--- config.mk ---
export PLATFORM = sky130hd
export DESIGN_NAME = ipv4_acl_entry_matcher
export DESIGN_NICKNAME = d
export VERILOG_FILES = /design/src/inc/acl_pkg.sv /design/src/rtl/ip_addr_match.sv /design/src/rtl/ipv4_acl_entry_matcher.sv
export SDC_FILE = /design/constraint.sdc
export NUM_CORES = 1
export LEC_CHECK = 0
export ABC_AREA = 1
export BUFFER_PORTS_ARGS = -buffer_cell sky130_fd_sc_hd__buf_2
export CAP_MARGIN = 20
export CORE_MARGIN = 5
export CORE_UTILIZATION = 50
export DETAILED_ROUTE_END_ITERATION = 16
export PLACE_DENSITY = 0.73
export RECOVER_POWER = 25
export SETUP_SLACK_MARGIN = 0.05
export SLEW_MARGIN = 10
export SYNTH_ARGS = -nofsm -noshare
export SYNTH_HDL_FRONTEND = slang
export SYNTH_SLANG_ARGS = --single-unit
export TNS_END_PERCENT = 20
--- constraint.sdc ---
create_clock -name clock -period 2.6 [get_ports clock]
set_input_delay 0.52 -clock clock [delete_from_list [all_inputs] [get_ports clock]]
set_output_delay 0.52 -clock clock [all_outputs]
set_load 0.01 [all_outputs]
--- src/inc/acl_pkg.sv ---
// constants and types shared by the ipv4 access control entry matcher
package acl_pkg;

	// ==========================================================
	// register port
	localparam int          ADDR_W       = 8;
	localparam int          DATA_W       = 32;
	localparam logic [7:0]  REG_CTRL     = 8'h00;
	localparam logic [7:0]  REG_PROTO    = 8'h04;
	localparam logic [7:0]  REG_SRC_ADDR = 8'h08;
	localparam logic [7:0]  REG_SRC_MASK = 8'h0c;
	localparam logic [7:0]  REG_DST_ADDR = 8'h10;
	localparam logic [7:0]  REG_DST_MASK = 8'h14;
	localparam logic [7:0]  REG_STATUS   = 8'h18;
	localparam logic [7:0]  REG_FRAMES   = 8'h1c;
	localparam logic [7:0]  REG_HITS     = 8'h20;

	// ==========================================================
	// control word layout
	localparam int CTRL_TYPE_LSB  = 0;
	localparam int CTRL_PROTO_LSB = 3;
	localparam int CTRL_TTL_LSB   = 6;
	localparam int CTRL_FRAG_LSB  = 8;
	localparam int CTRL_OPT_LSB   = 10;
	localparam int CTRL_SRC_LSB   = 12;
	localparam int CTRL_DST_LSB   = 14;

	// ==========================================================
	// status word layout and miss vector bits
	localparam int STAT_HIT_BIT  = 0;
	localparam int STAT_SEEN_BIT = 1;
	localparam int STAT_MISS_LSB = 8;
	localparam int MISS_W        = 8;
	localparam int MISS_TYPE     = 0;
	localparam int MISS_PROTO    = 1;
	localparam int MISS_TTL      = 2;
	localparam int MISS_FRAG     = 3;
	localparam int MISS_OPT      = 4;
	localparam int MISS_SRC      = 5;
	localparam int MISS_DST      = 6;
	localparam int MISS_SUB      = 7;

	// ==========================================================
	// header fields and fixed values
	localparam int          FRAG_OFF_W  = 13;
	localparam logic [7:0]  PROTO_ICMP  = 8'h01;
	localparam logic [7:0]  PROTO_TCP   = 8'h06;
	localparam logic [7:0]  PROTO_UDP   = 8'h11;
	localparam logic [7:0]  TTL_ZERO    = 8'h00;
	localparam logic [7:0]  PROTO_RESET = 8'h00;
	localparam logic [31:0] ADDR_RESET  = 32'h00000000;
	localparam logic [31:0] MASK_RESET  = 32'hffffffff;
	localparam logic [31:0] CNT_STEP    = 32'h00000001;

	// ==========================================================
	// modes
	typedef enum logic [2:0] {
		FT_ANY  = 3'b000,
		FT_ETH  = 3'b001,
		FT_ARP  = 3'b010,
		FT_IPV4 = 3'b011,
		FT_IPV6 = 3'b100
	} frame_type_t;

	typedef enum logic [2:0] {
		PM_ANY      = 3'b000,
		PM_SPECIFIC = 3'b001,
		PM_ICMP     = 3'b010,
		PM_UDP      = 3'b011,
		PM_TCP      = 3'b100
	} proto_mode_t;

	typedef enum logic [1:0] {
		TTL_ANY     = 2'b00,
		TTL_IS_ZERO = 2'b01,
		TTL_NONZERO = 2'b10
	} ttl_mode_t;

	typedef enum logic [1:0] {
		FLAG_ANY = 2'b00,
		FLAG_NO  = 2'b01,
		FLAG_YES = 2'b10
	} flag_mode_t;

	typedef enum logic [1:0] {
		AM_ANY     = 2'b00,
		AM_HOST    = 2'b01,
		AM_NETWORK = 2'b10
	} addr_mode_t;

endpackage : acl_pkg

--- src/rtl/ip_addr_match.sv ---
// one address criterion: any, exact host, or masked network compare
`timescale 1ns/1ps
module ip_addr_match (
	// criterion
	input  acl_pkg::addr_mode_t mode,
	input  logic [31:0]         cfg_addr,
	input  logic [31:0]         cfg_mask,
	// frame
	input  logic [31:0]         frame_addr,
	// result
	output logic                match
);

	always_comb begin
		unique case (mode)
			acl_pkg::AM_ANY:     match = 1'b1;
			acl_pkg::AM_HOST:    match = (frame_addr == cfg_addr);
			// mask one compares, zero ignores
			acl_pkg::AM_NETWORK: match = ((frame_addr ^ cfg_addr) & cfg_mask) == '0;
			// unused code never matches, so a bad write cannot open the entry
			default:             match = 1'b0;
		endcase
	end

endmodule : ip_addr_match

--- src/rtl/ipv4_acl_entry_matcher.sv ---
// ipv4 criteria matcher for one access control entry, with its register port
//
// Contract
// ipv4 criteria apply only when the entry frame type is ipv4
// protocol any ignores the protocol field
// protocol specific needs the field equal to the configured byte
// protocol icmp matches icmp frames, plus icmp sub-criteria
// protocol udp matches udp frames, plus udp port sub-criteria
// protocol tcp matches tcp frames, plus tcp sub-criteria
// ttl zero rejects ttl above zero; ttl any ignores it
// ttl non-zero allows only ttl above zero
// fragment no rejects fragments; fragment any ignores them
// fragment yes allows only frames with more-fragments or nonzero offset
// options no rejects frames with options; options any ignores them
// options yes allows only frames carrying options
// source any ignores the source address
// source host needs an exact source address match
// source network compares only bits selected by the source mask
// destination any ignores the destination address
// destination host needs an exact destination address match
// destination network compares only bits selected by the destination mask
// hit only when all enabled criteria match; mask one compares a bit
// parser presents all header fields with a valid strobe
`timescale 1ns/1ps
module ipv4_acl_entry_matcher (
	// clock and reset
	input  logic        clock,
	input  logic        rst_n,
	// register port
	input  logic [7:0]  reg_addr,
	input  logic [31:0] reg_wdata,
	input  logic        reg_wr,
	input  logic        reg_rd,
	output logic [31:0] reg_rdata,
	// parsed header from the frame parser
	input  logic        hdr_valid,
	input  logic        hdr_is_ipv4,
	input  logic [7:0]  hdr_protocol,
	input  logic [7:0]  hdr_ttl,
	input  logic        hdr_more_frag,
	input  logic [12:0] hdr_frag_offset,
	input  logic        hdr_has_options,
	input  logic [31:0] hdr_src_addr,
	input  logic [31:0] hdr_dst_addr,
	// icmp or tcp/udp sub-criteria result from the sibling matcher
	input  logic        sub_match,
	// result to the action logic
	output logic        hit_valid,
	output logic        hit
);

	// ==========================================================
	// state
	typedef struct packed {
		acl_pkg::frame_type_t ftype;
		acl_pkg::proto_mode_t pmode;
		acl_pkg::ttl_mode_t   ttl_mode;
		acl_pkg::flag_mode_t  frag_mode;
		acl_pkg::flag_mode_t  opt_mode;
		acl_pkg::addr_mode_t  src_mode;
		acl_pkg::addr_mode_t  dst_mode;
		logic [7:0]           proto;
		logic [31:0]          src_addr;
		logic [31:0]          src_mask;
		logic [31:0]          dst_addr;
		logic [31:0]          dst_mask;
		logic                 hit;
		logic                 hit_valid;
		logic                 last_hit;
		logic                 seen;
		logic [7:0]           miss;
		logic [31:0]          frame_cnt;
		logic [31:0]          hit_cnt;
		logic [31:0]          rdata;
	} state_t;

	// masks reset to all ones, so network mode starts as an exact compare
	localparam state_t STATE_RESET = '{
		ftype:     acl_pkg::FT_ANY,
		pmode:     acl_pkg::PM_ANY,
		ttl_mode:  acl_pkg::TTL_ANY,
		frag_mode: acl_pkg::FLAG_ANY,
		opt_mode:  acl_pkg::FLAG_ANY,
		src_mode:  acl_pkg::AM_ANY,
		dst_mode:  acl_pkg::AM_ANY,
		proto:     acl_pkg::PROTO_RESET,
		src_addr:  acl_pkg::ADDR_RESET,
		src_mask:  acl_pkg::MASK_RESET,
		dst_addr:  acl_pkg::ADDR_RESET,
		dst_mask:  acl_pkg::MASK_RESET,
		hit:       1'b0,
		hit_valid: 1'b0,
		last_hit:  1'b0,
		seen:      1'b0,
		miss:      '0,
		frame_cnt: '0,
		hit_cnt:   '0,
		rdata:     '0
	};

	state_t s_q;
	state_t s_d;

	// ==========================================================
	// per-criterion checks on the header as presented
	logic        ipv4_entry;
	logic        type_ok;
	logic        proto_ok;
	logic        sub_ok;
	logic        ttl_ok;
	logic        frag_ok;
	logic        opt_ok;
	logic        src_ok;
	logic        dst_ok;
	logic        is_fragment;
	logic        all_ok;
	logic        hit_now;
	logic [7:0]  miss_now;
	logic [31:0] ctrl_word;
	logic [31:0] status_word;
	logic [31:0] rd_word;

	// a non-ipv4 entry leaves this stage transparent
	assign ipv4_entry = (s_q.ftype == acl_pkg::FT_IPV4);
	// frames of other types never hit an ipv4 entry
	assign type_ok    = hdr_is_ipv4;

	always_comb begin
		// the sibling result only counts for the three named protocols
		sub_ok = 1'b1;
		unique case (s_q.pmode)
			acl_pkg::PM_ANY: begin
				proto_ok = 1'b1;
			end
			acl_pkg::PM_SPECIFIC: begin
				proto_ok = (hdr_protocol == s_q.proto);
			end
			acl_pkg::PM_ICMP: begin
				proto_ok = (hdr_protocol == acl_pkg::PROTO_ICMP);
				sub_ok   = sub_match;
			end
			acl_pkg::PM_UDP: begin
				proto_ok = (hdr_protocol == acl_pkg::PROTO_UDP);
				sub_ok   = sub_match;
			end
			acl_pkg::PM_TCP: begin
				proto_ok = (hdr_protocol == acl_pkg::PROTO_TCP);
				sub_ok   = sub_match;
			end
			// codes five to seven are unused and block the entry
			default: begin
				proto_ok = 1'b0;
			end
		endcase
	end

	// code three is unused and never matches, as in every two-bit criterion
	always_comb begin
		unique case (s_q.ttl_mode)
			acl_pkg::TTL_ANY:     ttl_ok = 1'b1;
			acl_pkg::TTL_IS_ZERO: ttl_ok = (hdr_ttl == acl_pkg::TTL_ZERO);
			acl_pkg::TTL_NONZERO: ttl_ok = (hdr_ttl != acl_pkg::TTL_ZERO);
			default:              ttl_ok = 1'b0;
		endcase
	end

	// the first piece carries the flag, later pieces an offset
	assign is_fragment = hdr_more_frag | (hdr_frag_offset != '0);

	always_comb begin
		unique case (s_q.frag_mode)
			acl_pkg::FLAG_ANY: frag_ok = 1'b1;
			acl_pkg::FLAG_NO:  frag_ok = ~is_fragment;
			acl_pkg::FLAG_YES: frag_ok = is_fragment;
			default:           frag_ok = 1'b0;
		endcase
	end

	always_comb begin
		unique case (s_q.opt_mode)
			acl_pkg::FLAG_ANY: opt_ok = 1'b1;
			acl_pkg::FLAG_NO:  opt_ok = ~hdr_has_options;
			acl_pkg::FLAG_YES: opt_ok = hdr_has_options;
			default:           opt_ok = 1'b0;
		endcase
	end

	// ==========================================================
	// address criteria, same logic for both directions
	ip_addr_match u_src_match (
		.mode       (s_q.src_mode),
		.cfg_addr   (s_q.src_addr),
		.cfg_mask   (s_q.src_mask),
		.frame_addr (hdr_src_addr),
		.match      (src_ok)
	);

	ip_addr_match u_dst_match (
		.mode       (s_q.dst_mode),
		.cfg_addr   (s_q.dst_addr),
		.cfg_mask   (s_q.dst_mask),
		.frame_addr (hdr_dst_addr),
		.match      (dst_ok)
	);

	// ==========================================================
	// combined decision
	assign all_ok  = type_ok & proto_ok & sub_ok & ttl_ok & frag_ok & opt_ok
		& src_ok & dst_ok;
	assign hit_now = ~ipv4_entry | all_ok;

	// which criteria failed; kept for software debugging of the entry
	always_comb begin
		miss_now                      = '0;
		miss_now[acl_pkg::MISS_TYPE]  = ~type_ok;
		miss_now[acl_pkg::MISS_PROTO] = ~proto_ok;
		miss_now[acl_pkg::MISS_TTL]   = ~ttl_ok;
		miss_now[acl_pkg::MISS_FRAG]  = ~frag_ok;
		miss_now[acl_pkg::MISS_OPT]   = ~opt_ok;
		miss_now[acl_pkg::MISS_SRC]   = ~src_ok;
		miss_now[acl_pkg::MISS_DST]   = ~dst_ok;
		miss_now[acl_pkg::MISS_SUB]   = ~sub_ok;
		if (!ipv4_entry) begin
			miss_now = '0;
		end
	end

	// ==========================================================
	// register read views
	always_comb begin
		ctrl_word = '0;
		ctrl_word[acl_pkg::CTRL_TYPE_LSB  +: 3] = s_q.ftype;
		ctrl_word[acl_pkg::CTRL_PROTO_LSB +: 3] = s_q.pmode;
		ctrl_word[acl_pkg::CTRL_TTL_LSB   +: 2] = s_q.ttl_mode;
		ctrl_word[acl_pkg::CTRL_FRAG_LSB  +: 2] = s_q.frag_mode;
		ctrl_word[acl_pkg::CTRL_OPT_LSB   +: 2] = s_q.opt_mode;
		ctrl_word[acl_pkg::CTRL_SRC_LSB   +: 2] = s_q.src_mode;
		ctrl_word[acl_pkg::CTRL_DST_LSB   +: 2] = s_q.dst_mode;
	end

	always_comb begin
		status_word = '0;
		status_word[acl_pkg::STAT_HIT_BIT]                       = s_q.last_hit;
		status_word[acl_pkg::STAT_SEEN_BIT]                      = s_q.seen;
		status_word[acl_pkg::STAT_MISS_LSB +: acl_pkg::MISS_W]   = s_q.miss;
	end

	// unmapped addresses read as zero
	always_comb begin
		rd_word = '0;
		unique case (reg_addr)
			acl_pkg::REG_CTRL:     rd_word = ctrl_word;
			acl_pkg::REG_PROTO:    rd_word = {24'h000000, s_q.proto};
			acl_pkg::REG_SRC_ADDR: rd_word = s_q.src_addr;
			acl_pkg::REG_SRC_MASK: rd_word = s_q.src_mask;
			acl_pkg::REG_DST_ADDR: rd_word = s_q.dst_addr;
			acl_pkg::REG_DST_MASK: rd_word = s_q.dst_mask;
			acl_pkg::REG_STATUS:   rd_word = status_word;
			acl_pkg::REG_FRAMES:   rd_word = s_q.frame_cnt;
			acl_pkg::REG_HITS:     rd_word = s_q.hit_cnt;
			default:               rd_word = '0;
		endcase
	end

	// ==========================================================
	// next state
	always_comb begin
		s_d           = s_q;
		s_d.hit_valid = 1'b0;
		s_d.rdata     = '0;

		// configuration writes; a change applies from the next header on
		if (reg_wr) begin
			unique case (reg_addr)
				acl_pkg::REG_CTRL: begin
					s_d.ftype     = acl_pkg::frame_type_t'(
						reg_wdata[acl_pkg::CTRL_TYPE_LSB +: 3]);
					s_d.pmode     = acl_pkg::proto_mode_t'(
						reg_wdata[acl_pkg::CTRL_PROTO_LSB +: 3]);
					s_d.ttl_mode  = acl_pkg::ttl_mode_t'(
						reg_wdata[acl_pkg::CTRL_TTL_LSB +: 2]);
					s_d.frag_mode = acl_pkg::flag_mode_t'(
						reg_wdata[acl_pkg::CTRL_FRAG_LSB +: 2]);
					s_d.opt_mode  = acl_pkg::flag_mode_t'(
						reg_wdata[acl_pkg::CTRL_OPT_LSB +: 2]);
					s_d.src_mode  = acl_pkg::addr_mode_t'(
						reg_wdata[acl_pkg::CTRL_SRC_LSB +: 2]);
					s_d.dst_mode  = acl_pkg::addr_mode_t'(
						reg_wdata[acl_pkg::CTRL_DST_LSB +: 2]);
				end
				acl_pkg::REG_PROTO:    s_d.proto     = reg_wdata[7:0];
				acl_pkg::REG_SRC_ADDR: s_d.src_addr  = reg_wdata;
				acl_pkg::REG_SRC_MASK: s_d.src_mask  = reg_wdata;
				acl_pkg::REG_DST_ADDR: s_d.dst_addr  = reg_wdata;
				acl_pkg::REG_DST_MASK: s_d.dst_mask  = reg_wdata;
				// any write clears a counter
				acl_pkg::REG_FRAMES:   s_d.frame_cnt = '0;
				acl_pkg::REG_HITS:     s_d.hit_cnt   = '0;
				// status is read-only, so its address falls through here
				default: begin
				end
			endcase
		end

		// decision on each presented header; counting after the clear
		// means a frame in the clearing cycle is not lost
		if (hdr_valid) begin
			s_d.hit_valid = 1'b1;
			s_d.hit       = hit_now;
			s_d.last_hit  = hit_now;
			s_d.seen      = 1'b1;
			s_d.miss      = miss_now;
			// both counters wrap at 32 bits; software reads deltas
			s_d.frame_cnt = s_d.frame_cnt + acl_pkg::CNT_STEP;
			if (hit_now) begin
				s_d.hit_cnt = s_d.hit_cnt + acl_pkg::CNT_STEP;
			end
		end

		// reads see the state before this cycle's updates
		if (reg_rd) begin
			s_d.rdata = rd_word;
		end
	end

	// ==========================================================
	// registers
	always_ff @(posedge clock or negedge rst_n) begin
		if (!rst_n) begin
			s_q <= STATE_RESET;
		end else begin
			s_q <= s_d;
		end
	end

	// ==========================================================
	// outputs, all straight from the state register
	assign reg_rdata = s_q.rdata;
	assign hit_valid = s_q.hit_valid;
	assign hit       = s_q.hit;

endmodule : ipv4_acl_entry_matcher

==> out/qor.txt, run 1 <==
Status -> completed
GP Congestion -> 1.038
Die Ht -> 184.9 um
Yosys reg bits -> 259
Synth warn -> 0
Synth unique cells -> 51
Fin Hold WS -> 0.1698 ns
Global-route wire length before repair -> 83,970 um
WHS Endpoint -> s_q[96]
DRC Markers -> 0
Critical path class -> reg -> reg
Post-Syn Area per Cell -> 7.279 um2
Share of cells above drive strength 1 -> 18.23%
Core area -> 0.03043 mm2
Hold Fails Final Rpt -> 0
Top post-synthesis cells by area -> dfrtp_1 (32%), nand2_1 (18%), dfstp_2 (11%)
Reg2Reg Depth -> 14
Power per cell area -> 578.6 mW/mm2
Post-Syn Area -> 0.01529 mm2
WL/cell -> 20.45 um
# fillers -> 2,795
Root Driver -> clkbuf_16
Worst Tran Pin Value -> 1.154 ns
Final setup vio count -> 0
Area grow syn2layout -> 18.44%
Dpl hpwl -> 41,570 um
MaxCap Viol Count -> 0
Ys flop type -> dfrtp_1
Hold Crit Start -> hdr_is_ipv4
Fin. max-slew vios -> 0
# nets final -> 2,441
F_max -> 412.4 MHz
Largest net degree at the start of global routing -> 72
Synth Net Count -> 2,245
Count leader, synth -> nand2_1
Synth cell count leaders -> nand2_1 (745), o21ai_0 (202), dfrtp_1 (195), inv_1 (187), nor2_1 (166)
Initial antenna violation count -> 0
Hold path depth -> 2
CP Data Arrival Time -> 2.88 ns
Hold crit path type -> in -> reg
Longest Clk Path Bufs -> 3
Worst VDD drop -> 0.5617 mV
Async SR Flop Fraction -> 100.0%
Max FO, Critical Path -> 8
Clock sinks -> 259
Final WL -> 55,530 um
DRT antenna net count -> 0
PortBufs -> 175
Area share of the largest cell type after synthesis -> 31.91%
Post-DR vias/cell -> 5.689
GRT Util Overall -> 31.74%
RSZ-0062 raised after global routing -> no
Drt first pass iters -> 8
Core Util, Final -> 59.52%
Lkg Pwr -> 8.602 nW
Via count -> 15,452
Min Tclk post-route -> 2.425 ns
H-tree lvl count -> 1
Die area -> 0.03418 mm2
I/O pin count -> 176
R2R Setup Slk -> 0.18 ns
Die width -> 184.9 um
Post-place setup slack -> -0.03394 ns
CP Launch Type -> flip-flop
Critical Path Sink Type -> flip-flop
Seq/Total Area, Yosys -> 42.91%
Number of global-route vias before repair -> 14,560
Final period util -> 93.27%
Total gr overflow -> 0
Required @ worst endpoint -> 3.06 ns
Max-slew headroom -> 22.64%
Register area -> 0.006563 mm2
Synth Instances -> 2,101
CTS Buf Count -> 30
Row count -> 64
Clk pin slew, worst setup/hold paths -> 0.06 ns
Initial core utilization -> 50.25%
Worst reg2reg endpoint -> s_q[39]
Reg2reg start -> s_q[211]
ANT cells -> 0
Setup WS post-layout -> 0.1751 ns
DRT iter0 DRCs -> 1,864
CTS tree -> done
Clock Latency Late Sink -> 0.59 ns
Setup Skew -> 0.01537 ns
Post-synth EDFFs -> 0
Leading area contributor after synthesis -> dfrtp_1
Multi-input combinational cell area -> 0.007531 mm2
==> cell usage in the layout, fill, tap and decap left out, types with 5 or more instances in the layout <==
master	synthesis	final
dfstp_2	64	64
clkbuf_16	0	31
a21oi_1	18	18
a2111oi_0	7	7
o21ai_0	202	201
or2_2	5	5
clkbuf_1	48	7
o22ai_1	15	15
nor2_1	166	165
a221oi_1	18	18
nand4_1	21	21
inv_1	187	186
xnor2_1	66	65
buf_2	15	173
nor3_1	19	18
clkbuf_8	0	5
buf_12	0	12
nand3_1	131	129
a31oi_1	13	13
nand2_1	745	739
nand2_2	3	7
xor2_1	62	62
a41oi_1	7	7
dfrtp_1	195	194
buf_4	34	75
clkinv_2	0	9
==> cell type report <==
type	count	area share, %
clock inverters	18	1.147
inverters	193	4.000
flip-flops and latches	259	36.23
repair buffers	272	9.740
multi-input cells	1541	41.58
well taps	396	2.736
clock buffers	37	4.566
==> stage by stage <==
stage | power (mW) | setup TNS (ns) | std cells | area, um2
2_1_floorplan | 5.385 | 0 | 2101 | 15360
3_3_place_gp | 6.014 | -0.02704 | 2655 | 16990
3_5_place_dp | 6.048 | -0.09593 | 2655 | 16990
4_1_cts | 10.46 | 0 | 2711 | 18030
5_1_grt | 10.88 | 0 | 2716 | 18110
6_report | 10.48 | 0 | 2716 | 18110
==> where the power goes <==
group	leakage [nW]	switching, mW	internal, mW
Sequential	3.32	0.266	4.30
Clock	0.508	1.84	2.57
Combinational	4.78	0.951	0.550
Total	8.60	3.06	7.42
==> how the worst max path moves through the flow <==
stage	startpoint	end	slack (ns)	cells past startpoint
after floorplan	reg_addr[0]	s_q[90]	0.06	19
after global placement	reg_addr[4]	s_q[52]	-0.02	14
after detailed placement	reg_addr[7]	reg_rdata[12]	-0.03	13
after CTS	ctrl_word[5]	s_q[32]	0.15	16
after global routing	ctrl_word[5]	s_q[38]	0.008	18
final	s_q[211]	s_q[39]	0.18	14
==> layer usage <==
metal	vias up	part of all wire [%]	GRT usage, %	wire length (um)
li1	7106	-	-	-
met1	7310	40	43.58	22320
met2	885	45	50.05	24820
met3	151	9.9	5.381	5497
met4	0	5.2	13.36	2884
met5	-	0	0	0
==> repair_timing <==
action	4_1_cts	5_1_grt
hold buffers	1	0
endpoints found under the setup margin	0	33
buffers inserted	0	1
hold endpoints to repair	37	0
resized for setup	0	12
==> cells by family (layout without fill, tap and decap cells) <==
kind of cell    count (synthesis)  count (layout)  synth area share [%]
simple gates                 1111            1114                 29.68
fa+ha+maj                       2               2                0.1636
xor+xnor                      128             128                 7.331
compound gates                297             297                 11.20
flops                         259             259                 42.91
buf+inv                       304             520                 8.714
==> registers in the layout, summed over array words and instances (netlist names) <==
name       count
s_q          210
reg_rdata     32
ctrl_word     16
hit_valid      1
==> critical path, stage by stage (launching register included) <==
cell	delay [ns]
dfrtp_1	0.42
xnor2_1	0.32
o21ai_1	0.23
nor2_1	0.16
nand2_1	0.09
nor2_1	0.09
nand3_1	0.10
nand2_1	0.20
nand3_4	0.11
buf_12	0.17
buf_12	0.14
nand3_1	0.07
nand2_1	0.07
nand2_1	0.06
nand2_1	0.08
Power figures use the tool's default switching activity.
==> inputs of run 2 (changes only) <==
--- a/config.mk
+++ b/config.mk
@@ -10,6 +10,7 @@
 export CAP_MARGIN = 20
 export CORE_MARGIN = 5
 export CORE_UTILIZATION = 50
+export CTS_BUF_LIST = sky130_fd_sc_hd__clkbuf_16
 export DETAILED_ROUTE_END_ITERATION = 16
 export PLACE_DENSITY = 0.73
 export RECOVER_POWER = 25
==> out/qor.txt, run 2 (synthesis results as in run 1) <==
CP max stage delay -> 0.42 ns
Status -> completed
GRT Util Overall -> 31.70%
CTS tree -> done
Critical Path Sink Type -> flip-flop
Power per cell area -> 570.9 mW/mm2
Via count -> 15,358
Clock sinks -> 259
Max Used Layer -> met4
Initial antenna violation count -> 0
Hold Fails Final Rpt -> 0
Dpl hpwl -> 41,570 um
Final period util -> 93.17%
Core area -> 0.03043 mm2
Critical path class -> reg -> reg
# nets final -> 2,441
Crit. Startpoint -> s_q[211]
Root Driver -> clkbuf_16
Most used cell, CP -> nand2_1
CP top delay family -> simple AND/OR/NAND/NOR gates
Final WL -> 55,250 um
Die width -> 184.9 um
Placed cells -> 2,655
WL/cell -> 20.34 um
Fin. max-slew vios -> 0
Global-route wire length before repair -> 83,880 um
DRT iter0 DRCs -> 1,774
Initial core utilization -> 50.25%
I/O pin count -> 176
Die area -> 0.03418 mm2
Min Tclk post-route -> 2.422 ns
Worst VDD drop -> 0.5606 mV
Largest register FFs -> 210
MaxCap Viol Count -> 0
Share of cells above drive strength 1 -> 18.02%
Reg2reg start -> s_q[211]
GP Congestion -> 1.038
Row count -> 64
Drt first pass iters -> 5
Fin Hold WS -> 0.1663 ns
Hold Crit Start -> hdr_is_ipv4
Met3 wire length -> 5698 um
Die Ht -> 184.9 um
Met2 WL -> 24,630 um
F_max -> 412.8 MHz
Post-DR vias/cell -> 5.655
Most frequent cells in the layout -> nand2_1 (739), o21ai_0 (201), dfrtp_1 (194)
H-tree lvl count -> 1
Largest net degree at the start of global routing -> 72
Number of global-route vias before repair -> 14,574
Required @ worst endpoint -> 3.06 ns
RSZ-0062 raised after global routing -> no
Clock Latency Late Sink -> 0.59 ns
Post-Layout Cell Count -> 2,716
Clk pin slew, worst setup/hold paths -> 0.06 ns
Lkg Pwr -> 8.582 nW
ANT cells -> 0
CP Data Arrival Time -> 2.88 ns
Wl on met1 -> 22,070 um
PortBufs -> 175
Worst Tran Pin Value -> 1.140 ns
Max FO, Critical Path -> 8
Area grow syn2layout -> 18.11%
Setup Skew -> 0.01589 ns
CTS Buf Count -> 30
Commonest non-fill, non-tap cell in the layout -> nand2_1
CP bufs+invs -> 2
Crit-path cells -> xnor2_1 > o21ai_1 > nor2_1 > nand2_1 > nor2_1 > nand3_1 > nand2_1 > nand3_4 > buf_12 > buf_12 > nand3_1 > nand2_1 > nand2_1 > nand2_1
Max-slew headroom -> 24.01%
Hold crit path type -> in -> reg
Longest Clk Path Bufs -> 3
Total gr overflow -> 0
DRT antenna net count -> 0
Critical Path Slowest Stage Cell -> dfrtp_1
DRC Markers -> 0
Final setup vio count -> 0
Largest register by flop count -> s_q
CP Launch Type -> flip-flop
==> run 2: cell types whose count changed in the layout (fill, tap and decap cells not counted) <==
cell / change
clkinv_1: +5
clkbuf_8: -5
clkbuf_1: -2
inv_1: +2
==> run 2: worst reg2reg max path, stage by stage (launching register included) <==
cell and delay [ns]:
dfrtp_1 0.42, xnor2_1 0.32, o21ai_1 0.23, nor2_1 0.15, nand2_1 0.08, nor2_1 0.09, nand3_1 0.10, nand2_1 0.20
nand3_4 0.11, buf_12 0.17, buf_12 0.15, nand3_1 0.07, nand2_1 0.08, nand2_1 0.06, nand2_1 0.07
==> run 2: metrics by stage <==
step / cell area (um2) / utilization [%] / setup slack (ns) / setup TNS, ns / total power, mW
detailed placement: 16990 / 55.82 / -0.03394 / -0.09593 / 6.048
finish: 18060 / 59.36 / 0.1777 / 0 / 10.31
floorplan: 15360 / - / 0.05989 / 0 / 5.385
CTS: 17980 / 59.09 / 0.1502 / 0 / 10.29
global route: 18060 / 59.36 / 0.008780 / 0 / 10.72
global placement: 16990 / 55.82 / -0.02389 / -0.02704 / 6.014
==> run 2: layout make-up <==
| class | count | area, um2 |
|---|---|---|
| fillers | 2804 | 12370 |
| clock inverters | 25 | 234.0 |
| flip-flops and latches | 259 | 6563 |
| repair buffers | 272 | 1764 |
| well taps | 396 | 495.5 |
| inverters | 193 | 724.4 |
| multi-input cells | 1541 | 7531 |
| clock buffers | 30 | 750.7 |
==> run 2: per-layer routing <==
metal | vias up | global-route usage (%)
li1 | 7097 | -
met1 | 7260 | 43.19
met2 | 848 | 49.96
met3 | 153 | 5.636
met4 | 0 | 13.80
met5 | - | 0
==> run 2: worst paths after layout <==
kind / slack [ns] / depth (start not counted) / endpoint
worst max register to register: 0.18 / 14 / s_q[39]
worst max-delay path: 0.18 / 14 / s_q[39]
min in group asynchronous: 0.50 / 2 / s_q[170]
max in group asynchronous: 0.60 / 3 / s_q[88]
worst min register to register: 0.48 / 2 / s_q[104]
worst min-delay path: 0.17 / 2 / s_q[96]
==> run 2: power by group <==
part	total, mW	internal [mW]	switching, mW
Combinational	1.50	0.550	0.948
Clock	4.25	2.41	1.84
Sequential	4.56	4.30	0.265
==> run 2: repair_timing <==
action | CTS | global route
resized for setup | 0 | 12
buffers inserted | 0 | 1
hold buffers | 1 | 0
hold endpoints to repair | 37 | 0
setup endpoints to repair | 0 | 33
